## src/hw/gio_pkg.sv

```systemverilog
// shared constants and carriers for the gpio logic cell
package gio_pkg;
  // apb register byte offsets
  localparam logic [31:0] GIO_CTRL_OFS   = 32'h0000_0000;
  localparam logic [31:0] GIO_STATUS_OFS = 32'h0000_0004;
  localparam logic [31:0] GIO_CTRL_RST   = 32'h0000_0000;

  // mode field encodings
  localparam logic [2:0] GIO_MODE_UNUSED = 3'h0;
  localparam logic [2:0] GIO_MODE_INPUT  = 3'h1;
  localparam logic [2:0] GIO_MODE_OUTPUT = 3'h2;
  localparam logic [2:0] GIO_MODE_BIDIR  = 3'h3;
  localparam logic [2:0] GIO_MODE_CLKOUT = 3'h4;

  // control word width and status width
  localparam int GIO_CTRL_W = 15;
  localparam int GIO_STAT_W = 7;

  // control register layout, msb first
  typedef struct packed {
    logic       diff_pin;   // [14] differential-capable pin
    logic       pull_down;  // [13] default pull is pull-down
    logic       resync;     // [12] double-edge resync mode
    logic       double_edge_io_out;   // [11] double-edge transmit
    logic       double_edge_io_in;    // [10] double-edge receive
    logic       invert;     // [9] invert transmit register
    logic       oe_fall;    // [8] drive-enable reg on falling edge
    logic       out_fall;   // [7] transmit reg on falling edge
    logic       in_fall;    // [6] capture reg on falling edge
    logic       oe_reg;     // [5] drive enable registered
    logic       out_reg;    // [4] transmit registered
    logic       in_reg;     // [3] receive registered
    logic [2:0] mode;       // [2:0] cell mode
  } gio_cfg_type;

  // status register layout, msb first
  typedef struct packed {
    logic pull_dn;      // [6] pull-down applied
    logic pull_up;      // [5] pull-up applied
    logic driving;      // [4] pad driver on
    logic configuring;  // [3] device in configuration
    logic fall_s;       // [2] falling-edge sample
    logic rise_s;       // [1] rising or normal sample
    logic pad;          // [0] synchronised pad level
  } gio_stat_type;

  // pad side carrier
  typedef struct packed {
    logic out;      // level driven to pad
    logic oe_n;     // low while driving
    logic pull_up;  // weak pull-up on
    logic pull_dn;  // weak pull-down on
  } gio_pad_type;
endpackage : gio_pkg

```

## src/hw/gio_cell.sv

```systemverilog
// gpio logic cell: receive, transmit, drive enable, pulls, apb config
//
// Register access over APB and the register addresses were decided locally.
`timescale 1ns/1ns
module gio_cell
  import gio_pkg::*;
(
  input  wire logic              clk,                  // 10 mhz system clock
  input  wire logic              rst_n,                // async reset, active low
  input  wire logic              ce,                   // clock enable, freezes state
  input  wire logic              psel,                 // apb select
  input  wire logic              penable,              // apb access phase
  input  wire logic              pwrite,               // apb write
  input  wire logic [31:0]       paddr,                // apb byte address
  input  wire logic [31:0]       pwdata,               // apb write data
  output      logic [31:0]       prdata,               // apb read data
  output      logic              pready,               // apb ready
  output      logic              pslverr,              // apb error
  input  wire logic              configuring,          // device in configuration
  input  wire logic              in_clk,               // core input clock
  input  wire logic              out_clk,              // core output clock
  input  wire logic              rise_word_from_core,  // normal or rising data
  input  wire logic              fall_word_from_core,  // falling data
  input  wire logic              oe_from_core,         // core drive enable
  output      logic              rise_sample_to_core,  // normal or rising sample
  output      logic              fall_sample_to_core,  // falling sample
  output      logic              alt_to_net,           // alternate route out
  output      logic              pll_ref_clk,          // pad as pll reference
  input  wire logic              pad_in,               // pad level in
  output      gio_pkg::gio_pad_type pad                // pad drive and pulls
);
  import gio_pkg::*;

  gio_cfg_type  cfg;            // control register
  gio_stat_type stat;           // status view
  logic [1:0]   pad_sync;       // pad synchroniser
  logic [1:0]   ic_sync;        // input clock synchroniser
  logic [1:0]   oc_sync;        // output clock synchroniser
  logic         ic_prev;        // last input clock level
  logic         oc_prev;        // last output clock level
  logic         ic_rise;        // input clock rising
  logic         ic_fall;        // input clock falling
  logic         oc_rise;        // output clock rising
  logic         oc_fall;        // output clock falling
  logic         rx_q;           // single capture register
  logic         rx_rise_q;      // double-edge rise capture
  logic         rx_fall_q;      // double-edge fall capture
  logic         rx_fall_hold;   // fall capture moved to rise
  logic         tx_q;           // single transmit register
  logic         tx_rise_q;      // double-edge rise word
  logic         tx_fall_q;      // double-edge fall word
  logic         oe_q;           // drive-enable register
  logic         rx_on;          // receive path active
  logic         tx_on;          // transmit path active
  logic         double_edge_io_in_ok;     // double-edge receive allowed
  logic         double_edge_io_out_ok;    // double-edge transmit allowed
  logic         next_rise_s;    // next rise sample
  logic         next_fall_s;    // next fall sample
  logic         next_out;       // next pad data
  logic         next_drive;     // next driver state
  logic         next_pu;        // next pull-up
  logic         next_pd;        // next pull-down
  logic         acc;            // apb access phase
  logic         hit_ctrl;       // control address
  logic         hit_stat;       // status address

  // decode of the active mode
  assign rx_on = (cfg.mode == GIO_MODE_INPUT) || (cfg.mode == GIO_MODE_BIDIR);
  assign tx_on = (cfg.mode == GIO_MODE_OUTPUT) || (cfg.mode == GIO_MODE_BIDIR);
  assign double_edge_io_in_ok  = cfg.double_edge_io_in & ~cfg.diff_pin;
  assign double_edge_io_out_ok = cfg.double_edge_io_out & ~cfg.diff_pin;

  // apb decode, zero wait states
  assign acc      = psel & penable;
  assign hit_ctrl = (paddr == GIO_CTRL_OFS);
  assign hit_stat = (paddr == GIO_STATUS_OFS);
  assign pready   = 1'b1;
  assign pslverr  = acc & ~hit_ctrl & ~hit_stat;

  // writes to status or unmapped offsets are dropped here
  // control register write
  always_ff @(posedge clk or negedge rst_n) begin
    if (!rst_n) begin
      cfg <= gio_cfg_type'(GIO_CTRL_RST[GIO_CTRL_W-1:0]);
    end else if (ce && acc && pwrite && hit_ctrl) begin
      cfg <= gio_cfg_type'(pwdata[GIO_CTRL_W-1:0]);
    end
  end

  // pad bit is the synchronised level, not the raw pin
  // status view of the cell
  always_comb begin
    stat.pad         = pad_sync[1];
    stat.rise_s      = rise_sample_to_core;
    stat.fall_s      = fall_sample_to_core;
    stat.configuring = configuring;
    stat.driving     = ~pad.oe_n;
    stat.pull_up     = pad.pull_up;
    stat.pull_dn     = pad.pull_dn;
  end

  // loads in the setup cycle so it stands through the access phase
  // registered read data
  always_ff @(posedge clk or negedge rst_n) begin
    if (!rst_n) begin
      prdata <= 32'h0000_0000;
    end else if (ce && psel && !penable && !pwrite) begin
      if (paddr == GIO_CTRL_OFS) begin
        prdata <= {{(32-GIO_CTRL_W){1'b0}}, cfg};
      end else if (paddr == GIO_STATUS_OFS) begin
        prdata <= {{(32-GIO_STAT_W){1'b0}}, stat};
      end else begin
        prdata <= 32'h0000_0000;  // unmapped reads zero
      end
    end
  end

  // only the second flop of each pair feeds any logic
  // two-flop synchronisers for pad and clocks
  always_ff @(posedge clk or negedge rst_n) begin
    if (!rst_n) begin
      pad_sync <= 2'h0;
      ic_sync  <= 2'h0;
      oc_sync  <= 2'h0;
    end else if (ce) begin
      pad_sync <= {pad_sync[0], pad_in};
      ic_sync  <= {ic_sync[0], in_clk};
      oc_sync  <= {oc_sync[0], out_clk};
    end
  end

  // edges show two clk late; core clocks must run far below clk
  // clock edge detection after the synchronisers
  always_ff @(posedge clk or negedge rst_n) begin
    if (!rst_n) begin
      ic_prev <= 1'b0;
      oc_prev <= 1'b0;
    end else if (ce) begin
      ic_prev <= ic_sync[1];
      oc_prev <= oc_sync[1];
    end
  end
  assign ic_rise = ic_sync[1] & ~ic_prev;
  assign ic_fall = ~ic_sync[1] & ic_prev;
  assign oc_rise = oc_sync[1] & ~oc_prev;
  assign oc_fall = ~oc_sync[1] & oc_prev;

  // single capture register on chosen input edge
  always_ff @(posedge clk or negedge rst_n) begin
    if (!rst_n) begin
      rx_q <= 1'b0;
    end else if (ce && (cfg.in_fall ? ic_fall : ic_rise)) begin
      rx_q <= pad_sync[1];
    end
  end

  // double-edge capture pair and resync hold
  always_ff @(posedge clk or negedge rst_n) begin
    if (!rst_n) begin
      rx_rise_q    <= 1'b0;
      rx_fall_q    <= 1'b0;
      rx_fall_hold <= 1'b0;
    end else if (ce) begin
      if (ic_rise) begin
        rx_rise_q    <= pad_sync[1];
        rx_fall_hold <= rx_fall_q;
      end
      if (ic_fall) begin
        rx_fall_q <= pad_sync[1];
      end
    end
  end

  // sample selection toward the core
  always_comb begin
    next_rise_s = 1'b0;
    next_fall_s = 1'b0;
    if (rx_on) begin
      if (double_edge_io_in_ok) begin
        next_rise_s = rx_rise_q;
        next_fall_s = cfg.resync ? rx_fall_hold : rx_fall_q;
      end else if (cfg.in_reg) begin
        next_rise_s = rx_q;
      end else begin
        next_rise_s = pad_sync[1];
      end
    end
  end

  // samples to core from flops
  always_ff @(posedge clk or negedge rst_n) begin
    if (!rst_n) begin
      rise_sample_to_core <= 1'b0;
      fall_sample_to_core <= 1'b0;
    end else if (ce) begin
      rise_sample_to_core <= next_rise_s;
      fall_sample_to_core <= next_fall_s;
    end
  end

  // no register here, so it tracks the pin two clk late
  // alternate route, combinational beyond the synchroniser
  assign alt_to_net  = pad_sync[1];
  assign pll_ref_clk = pad_sync[1];

  // single transmit register on chosen output edge
  always_ff @(posedge clk or negedge rst_n) begin
    if (!rst_n) begin
      tx_q <= 1'b0;
    end else if (ce && (cfg.out_fall ? oc_fall : oc_rise)) begin
      tx_q <= rise_word_from_core;
    end
  end

  // double-edge transmit words
  always_ff @(posedge clk or negedge rst_n) begin
    if (!rst_n) begin
      tx_rise_q <= 1'b0;
      tx_fall_q <= 1'b0;
    end else if (ce) begin
      if (oc_rise) begin
        tx_rise_q <= rise_word_from_core;
      end
      if (cfg.resync ? oc_rise : oc_fall) begin
        tx_fall_q <= fall_word_from_core;
      end
    end
  end

  // shares the output clock with the transmit register
  // drive-enable register on chosen output edge
  always_ff @(posedge clk or negedge rst_n) begin
    if (!rst_n) begin
      oe_q <= 1'b0;
    end else if (ce && (cfg.oe_fall ? oc_fall : oc_rise)) begin
      oe_q <= oe_from_core;
    end
  end

  // double_edge_io mux follows the synchronised out_clk level
  // pad data, driver and pull selection
  always_comb begin
    next_out   = 1'b0;
    next_drive = 1'b0;
    next_pu    = 1'b0;
    next_pd    = 1'b0;
    if (tx_on) begin
      if (double_edge_io_out_ok) begin
        next_out = oc_sync[1] ? tx_rise_q : tx_fall_q;
      end else if (cfg.out_reg) begin
        next_out = tx_q ^ cfg.invert;
      end else begin
        next_out = rise_word_from_core;
      end
    end
    if (cfg.mode == GIO_MODE_OUTPUT) begin
      next_drive = 1'b1;
    end else if (cfg.mode == GIO_MODE_BIDIR) begin
      next_drive = cfg.oe_reg ? oe_q : oe_from_core;
    end else if (cfg.mode == GIO_MODE_CLKOUT) begin
      next_out   = oc_sync[1];
      next_drive = 1'b1;
    end
    if (configuring) begin
      next_drive = 1'b0;
      next_pu    = ~cfg.diff_pin;
    end else if (!next_drive) begin
      next_pu = ~cfg.pull_down | cfg.diff_pin;
      next_pd = cfg.pull_down & ~cfg.diff_pin;
    end
  end

  // pad outputs from flops, glitch free
  always_ff @(posedge clk or negedge rst_n) begin
    if (!rst_n) begin
      pad.out     <= 1'b0;
      pad.oe_n    <= 1'b1;
      pad.pull_up <= 1'b1;
      pad.pull_dn <= 1'b0;
    end else if (ce) begin
      pad.out     <= next_out;
      pad.oe_n    <= ~next_drive;
      pad.pull_up <= next_pu;
      pad.pull_dn <= next_pd;
    end
  end
endmodule : gio_cell

```

## config.mk

```make
export PLATFORM = sky130hd
export DESIGN_NAME = gio_cell
export DESIGN_NICKNAME = d
export VERILOG_FILES = /design/src/hw/gio_pkg.sv /design/src/hw/gio_cell.sv
export SDC_FILE = /design/constraint.sdc
export NUM_CORES = 1
export LEC_CHECK = 0
export ABC_AREA = 1
export BUFFER_PORTS_ARGS = -buffer_cell sky130_fd_sc_hd__clkbuf_2
export CORE_MARGIN = 5
export CORE_UTILIZATION = 35
export CTS_CLUSTER_DIAMETER = 100
export DETAILED_ROUTE_END_ITERATION = 10
export GPL_TIMING_DRIVEN = 0
export MAX_ROUTING_LAYER = met4
export REMOVE_ABC_BUFFERS = 1
export SLEW_MARGIN = 20
export SYNTH_ARGS = -nofsm -noshare
export SYNTH_HDL_FRONTEND = slang
export SYNTH_SLANG_ARGS = --single-unit
```

## constraint.sdc

```tcl
create_clock -name clk -period 3.85 [get_ports clk]
set_clock_uncertainty 0.15 [all_clocks]
set_input_delay 0.77 -clock clk [delete_from_list [all_inputs] [get_ports clk]]
set_output_delay 0.77 -clock clk [all_outputs]
set_load 0.05 [all_outputs]
```

Yosys cells after proc, flatten, opt, wreduce, memory -nomap -nowiden
Index checks and enable logic that the tools add are counted.
Widths: inputs -> output; s select.
- add/subtract/negate cells: 0
- multiply operators: 0
- divide/modulo/power cells: 0
- $lt $le $gt $ge: 0
- equal/unequal tests: 5
- shifts and indexed selects: 0
- multiplexer cells: 28
- bitwise logic cells: 22
- reductions and logical operators: 18
- operators with widths (kind ; number):
    $eq 32x3->1 const B ; 1
    $logic_not 32->1 ; 1
    $mux 32 ; 1
    $mux 1 ; 26
    $and 1x1->1 ; 10
    $not 1->1 ; 10
    $logic_and 1x1->1 ; 9
    $reduce_and 2->1 ; 4
    $mux 7 ; 1
    $eq 3x2->1 const B ; 2
    $eq 3x1->1 const B ; 1
    $eq 3x3->1 const B ; 1
    $logic_not 1->1 ; 2
    $logic_or 1x1->1 ; 2
    $or 1x1->1 ; 1
    $xor 1x1->1 ; 1
- register bits after elaboration: 69
- latch bits: 0
- memory bits (writable): 0
- memory bits (read-only): 0
- input port bits: 77
- output and inout port bits: 42
- logic and storage cells: 106
- memories kept: 0

Depth between registers and ports, before layout
- depth after elaboration: 7
- gate-level depth with buffers: 10
- depth with buffers taken out: 9

Worst setup path after synthesis
No wires, ideal clock.
- path kind: input to output
- start: in paddr[15]
- end: out pslverr
- data arrival time: 2326 ps
- data required time: 2930 ps
- path slack: 604 ps
- stages: 7
- buffers on the path: 1
- path through: nor2_1 nand2_1 nor2_1 nand2_1 nor2_8 buf_6 nor3_1
- word-level cells in the longest chain between the ends: 4
- elaborated cells between the ends (all ways): 6
- those cells by class: eq/ne (1); bitwise (4); reduce/logical (1)
- RTL lines (element ; RTL line ; source):
    start: declaration ; gio_cell.sv:14 ; input wire logic [31:0] paddr,
    $logic_not 32->1 ; gio_cell.sv:75 ; assign hit_ctrl = (paddr == GIO_CTRL_OFS);
    $not 1->1 ; gio_cell.sv:78 ; assign pslverr = acc & ~hit_ctrl & ~hit_stat;
    $and 1x1->1 ; gio_cell.sv:78 ;
    $and 1x1->1 (*) ; gio_cell.sv:78 ;
    end: declaration ; gio_cell.sv:18 ; output logic pslverr,
Mark *: on every way between the ends. The rest lies on a longest branch, timed or not.

Worst setup path after layout
- start: in paddr[29]
- end: out pslverr
Same word-level chain as after synthesis.

==> results.py <==
metrics = {
    "routing": {
        "dr_total_vias": 2456,
        "first_iter_violations": 78,
        "routedWlPerCell_um": 12.1,
        "ant_nets": 0,
        "drt-pass1-iter-count": 4,
        "wirelength_um": 6560,
        "vias_per_cell": 4.55,
        "drc": 0,
    },
    "layout": {
        "stdcell_area_um2": 3210,
        "finalNonFillerCells": 540,
        "area_delta_synth_final_pct": 18.5,
        "diodes": 0,
        "fillers": 807,
        "fin_nets": 514,
        "drive_gt1_frac": 0.224,
    },
    "floorplanning": {
        "die_h_um": 98.0,
        "dieArea_um2": 9600,
        "initial_core_util": 0.354,
        "rows": 32,
        "io_pins": 119,
        "die_w_um": 98.0,
        "core_um2": 7650,
    },
    "global_routing": {
        "antenna_found_initial": 0,
        "grt_max_degree": 53,
        "grt_pass1_vias": 2486,
        "grt_pass1_wl_um": 11500,
        "grt_usage": 0.147,
        "gr-total-overflow": 0,
    },
    "critical_path": {
        "max_stage_delay_ps": 410,
        "path_class": "in2out",
        "end_kind": "primary output",
        "cp_slowest_cell": "nor2_8",
        "crit_chain": "clkbuf_2 -> nor2_1 -> nand2_1 -> nor2_1 -> nand2_2 -> nor2_8 -> nor3_1 -> clkbuf_2",
        "startpoint": "paddr[29]",
        "crit_buf_inv": 2,
        "rr_startpoint": "cfg[14]",
        "cp.required_ps": 2930,
        "crit_fanout": 32,
        "startpoint_type": "input port",
        "arrival_ps": 2040,
        "crit_family": "simple AND/OR/NAND/NOR gates",
    },
    "sta": {
        "worst_slack_ps": 887,
        "fmax_ghz": 0.337,
        "rsz0062_at_grt": "false",
        "tns_ps": 0,
        "maxSlewHeadroom": 0.450,
        "setup_violations": 0,
        "hold_viol_final": 0,
        "max_slew.worst_pin.slew_ps": 825,
        "whs_ps": 331,
        "final_max_slew_viol_count": 0,
        "min_period_ps": 2960,
        "fin_crit_sh": 0.770,
    },
    "place": {
        "gp_congestion": 0.757,
        "dp_cells": 532,
        "dpl_cell_area_um2": 3100,
        "place_ws_ps": 876,
        "hpwl_um": 4880,
        "port_buffers": 83,
    },
    "synth": {
        "yosysTopAreaCell": "dfrtp_1",
        "syn_avg_cell_area_um2": 7.51,
        "synth_cells": 361,
        "synth_edf_count": 0,
        "yosysSeqAreaShare": 0.481,
        "synth.top_cells.by_area": "dfrtp_1, nand2_1, nand3_1, buf_4, nor2_1",
        "synth_flop_cell": "dfrtp_1",
        "async_flop_share": 1.00,
        "yosysWarnings": 0,
        "syn_area_um2": 2710,
        "synth_top_area_share": 0.462,
        "synth.cells.most_frequent": "nand2_1, dfrtp_1, nand3_1",
        "post-synth-top-count-cell": "nand2_1",
        "synth_cell_types": 26,
        "ys_ff_latch": 52,
    },
    "clocking": {
        "cts_buffers": 5,
        "cts_setup_buffers": 0,
        "clock_latency_ps": 310,
        "cts_hold_buffers": 0,
        "clkTransAtPathRegs_ps": 90,
        "cts.sinks": 52,
        "ctsHtreeMaxLevel": 2,
        "clk_path_buf_depth": 2,
        "cts-root-buf": "clkbuf_8",
        "cts_resized": 0,
        "cts_tree": "yes",
    },
    "power_and_ir_drop": {
        "powerDensity_nw_per_um2": 360,
        "leakage_nw": 1.86,
        "peakVddDrop_uv": 124,
    },
    "min_path": {
        "worstHoldPathType": "reg2reg",
        "hp-start": "oc_sync[0]",
    },
    "run": {
        "maxCapViolCount": 0,
    },
    "outcome": {
        "outcome": "completed",
    },
}
[power breakdown]
part           total, mW  switching, mW  internal, mW
clock network      0.377          0.183         0.193
logic              0.173          0.123        0.0505
registers          0.606         0.0222         0.583
total               1.16          0.328         0.827
[path summary, 6_finish.rpt]
check,cells past startpoint,endpoint,slack [ps]
setup reg to reg,6,pad[3],2500
hold reg to reg,2,oc_sync[0],330
hold / removal,2,oc_sync[0],330
setup / recovery,8,pslverr,890
max in group asynchronous,1,prdata[6],2700
min in group asynchronous,1,prdata[11],380
[through the flow]
step                      power [mW]   util
final                           1.16  0.420
after global routing            1.22  0.420
after CTS                       1.16  0.420
after detailed placement       0.791  0.406
after global placement         0.786  0.405
after floorplan                0.722      -
[layout by cell type (no fill, tap or decap), types with 2 or more instances in the layout]
cell type,instances
nand2_1,137
clkbuf_2,82
dfrtp_1,50
nand3_1,35
nor2_1,31
inv_1,28
o21ai_0,20
conb_1,18
a21oi_1,10
clkbuf_8,5
nor3_1,2
nor2_2,2
mux2i_1,2
dfstp_2,2
[logic make-up (layout without fill, tap and decap cells)]
logic type / after synthesis / in the layout / share of synthesized area
other: 2 / 18 / 0.00277
and+or+nand+nor: 211 / 211 / 0.322
muxes: 2 / 2 / 0.00739
AOI/OAI and AO/OA: 35 / 35 / 0.0683
buffers and inverters: 59 / 120 / 0.119
DFF: 52 / 52 / 0.481
[sequential cells by signal, indices dropped and copies added, names as in the netlist]
signal	cells
cfg	15
ic_prev	1
oc_prev	1
fall_sample_to_core	1
rx_q	1
rx_rise_q	1
rise_sample_to_core	1
pad	4
oc_sync	2
tx_rise_q	1
tx_q	1
oe_q	1
ic_sync	2
rx_fall_hold	1
tx_fall_q	1
rx_fall_q	1
pad_sync	2
prdata	15
[metal layers]
layer	vias up	global-route usage	part of all wire
li1	1240	-	-
met1	1146	0.188	0.45
met2	59	0.240	0.48
met3	11	0.0293	0.050
met4	0	0.0383	0.019
met5	-	-	0
[worst register-to-register path: cells and delay by family (launching register included)]
family | cells | cell delay, ps
AO/OA/AOI/OAI | 3 | 450
flip-flops | 1 | 380
buffers and inverters | 1 | 90
AND/OR/NAND/NOR | 2 | 170
[area by class of cell]
type                            count  area [um2]  area share
Inverter                           29         109      0.0339
Multi-Input combinational cell    266        1140       0.357
Clock inverter                      2        35.0      0.0109
Timing Repair Buffer               83         418       0.130
Tap cell                          102         128      0.0398
Sequential cell                    52        1300       0.406
Clock buffer                        6        72.6      0.0226
No activity file was read; power rests on OpenSTA's default activity.
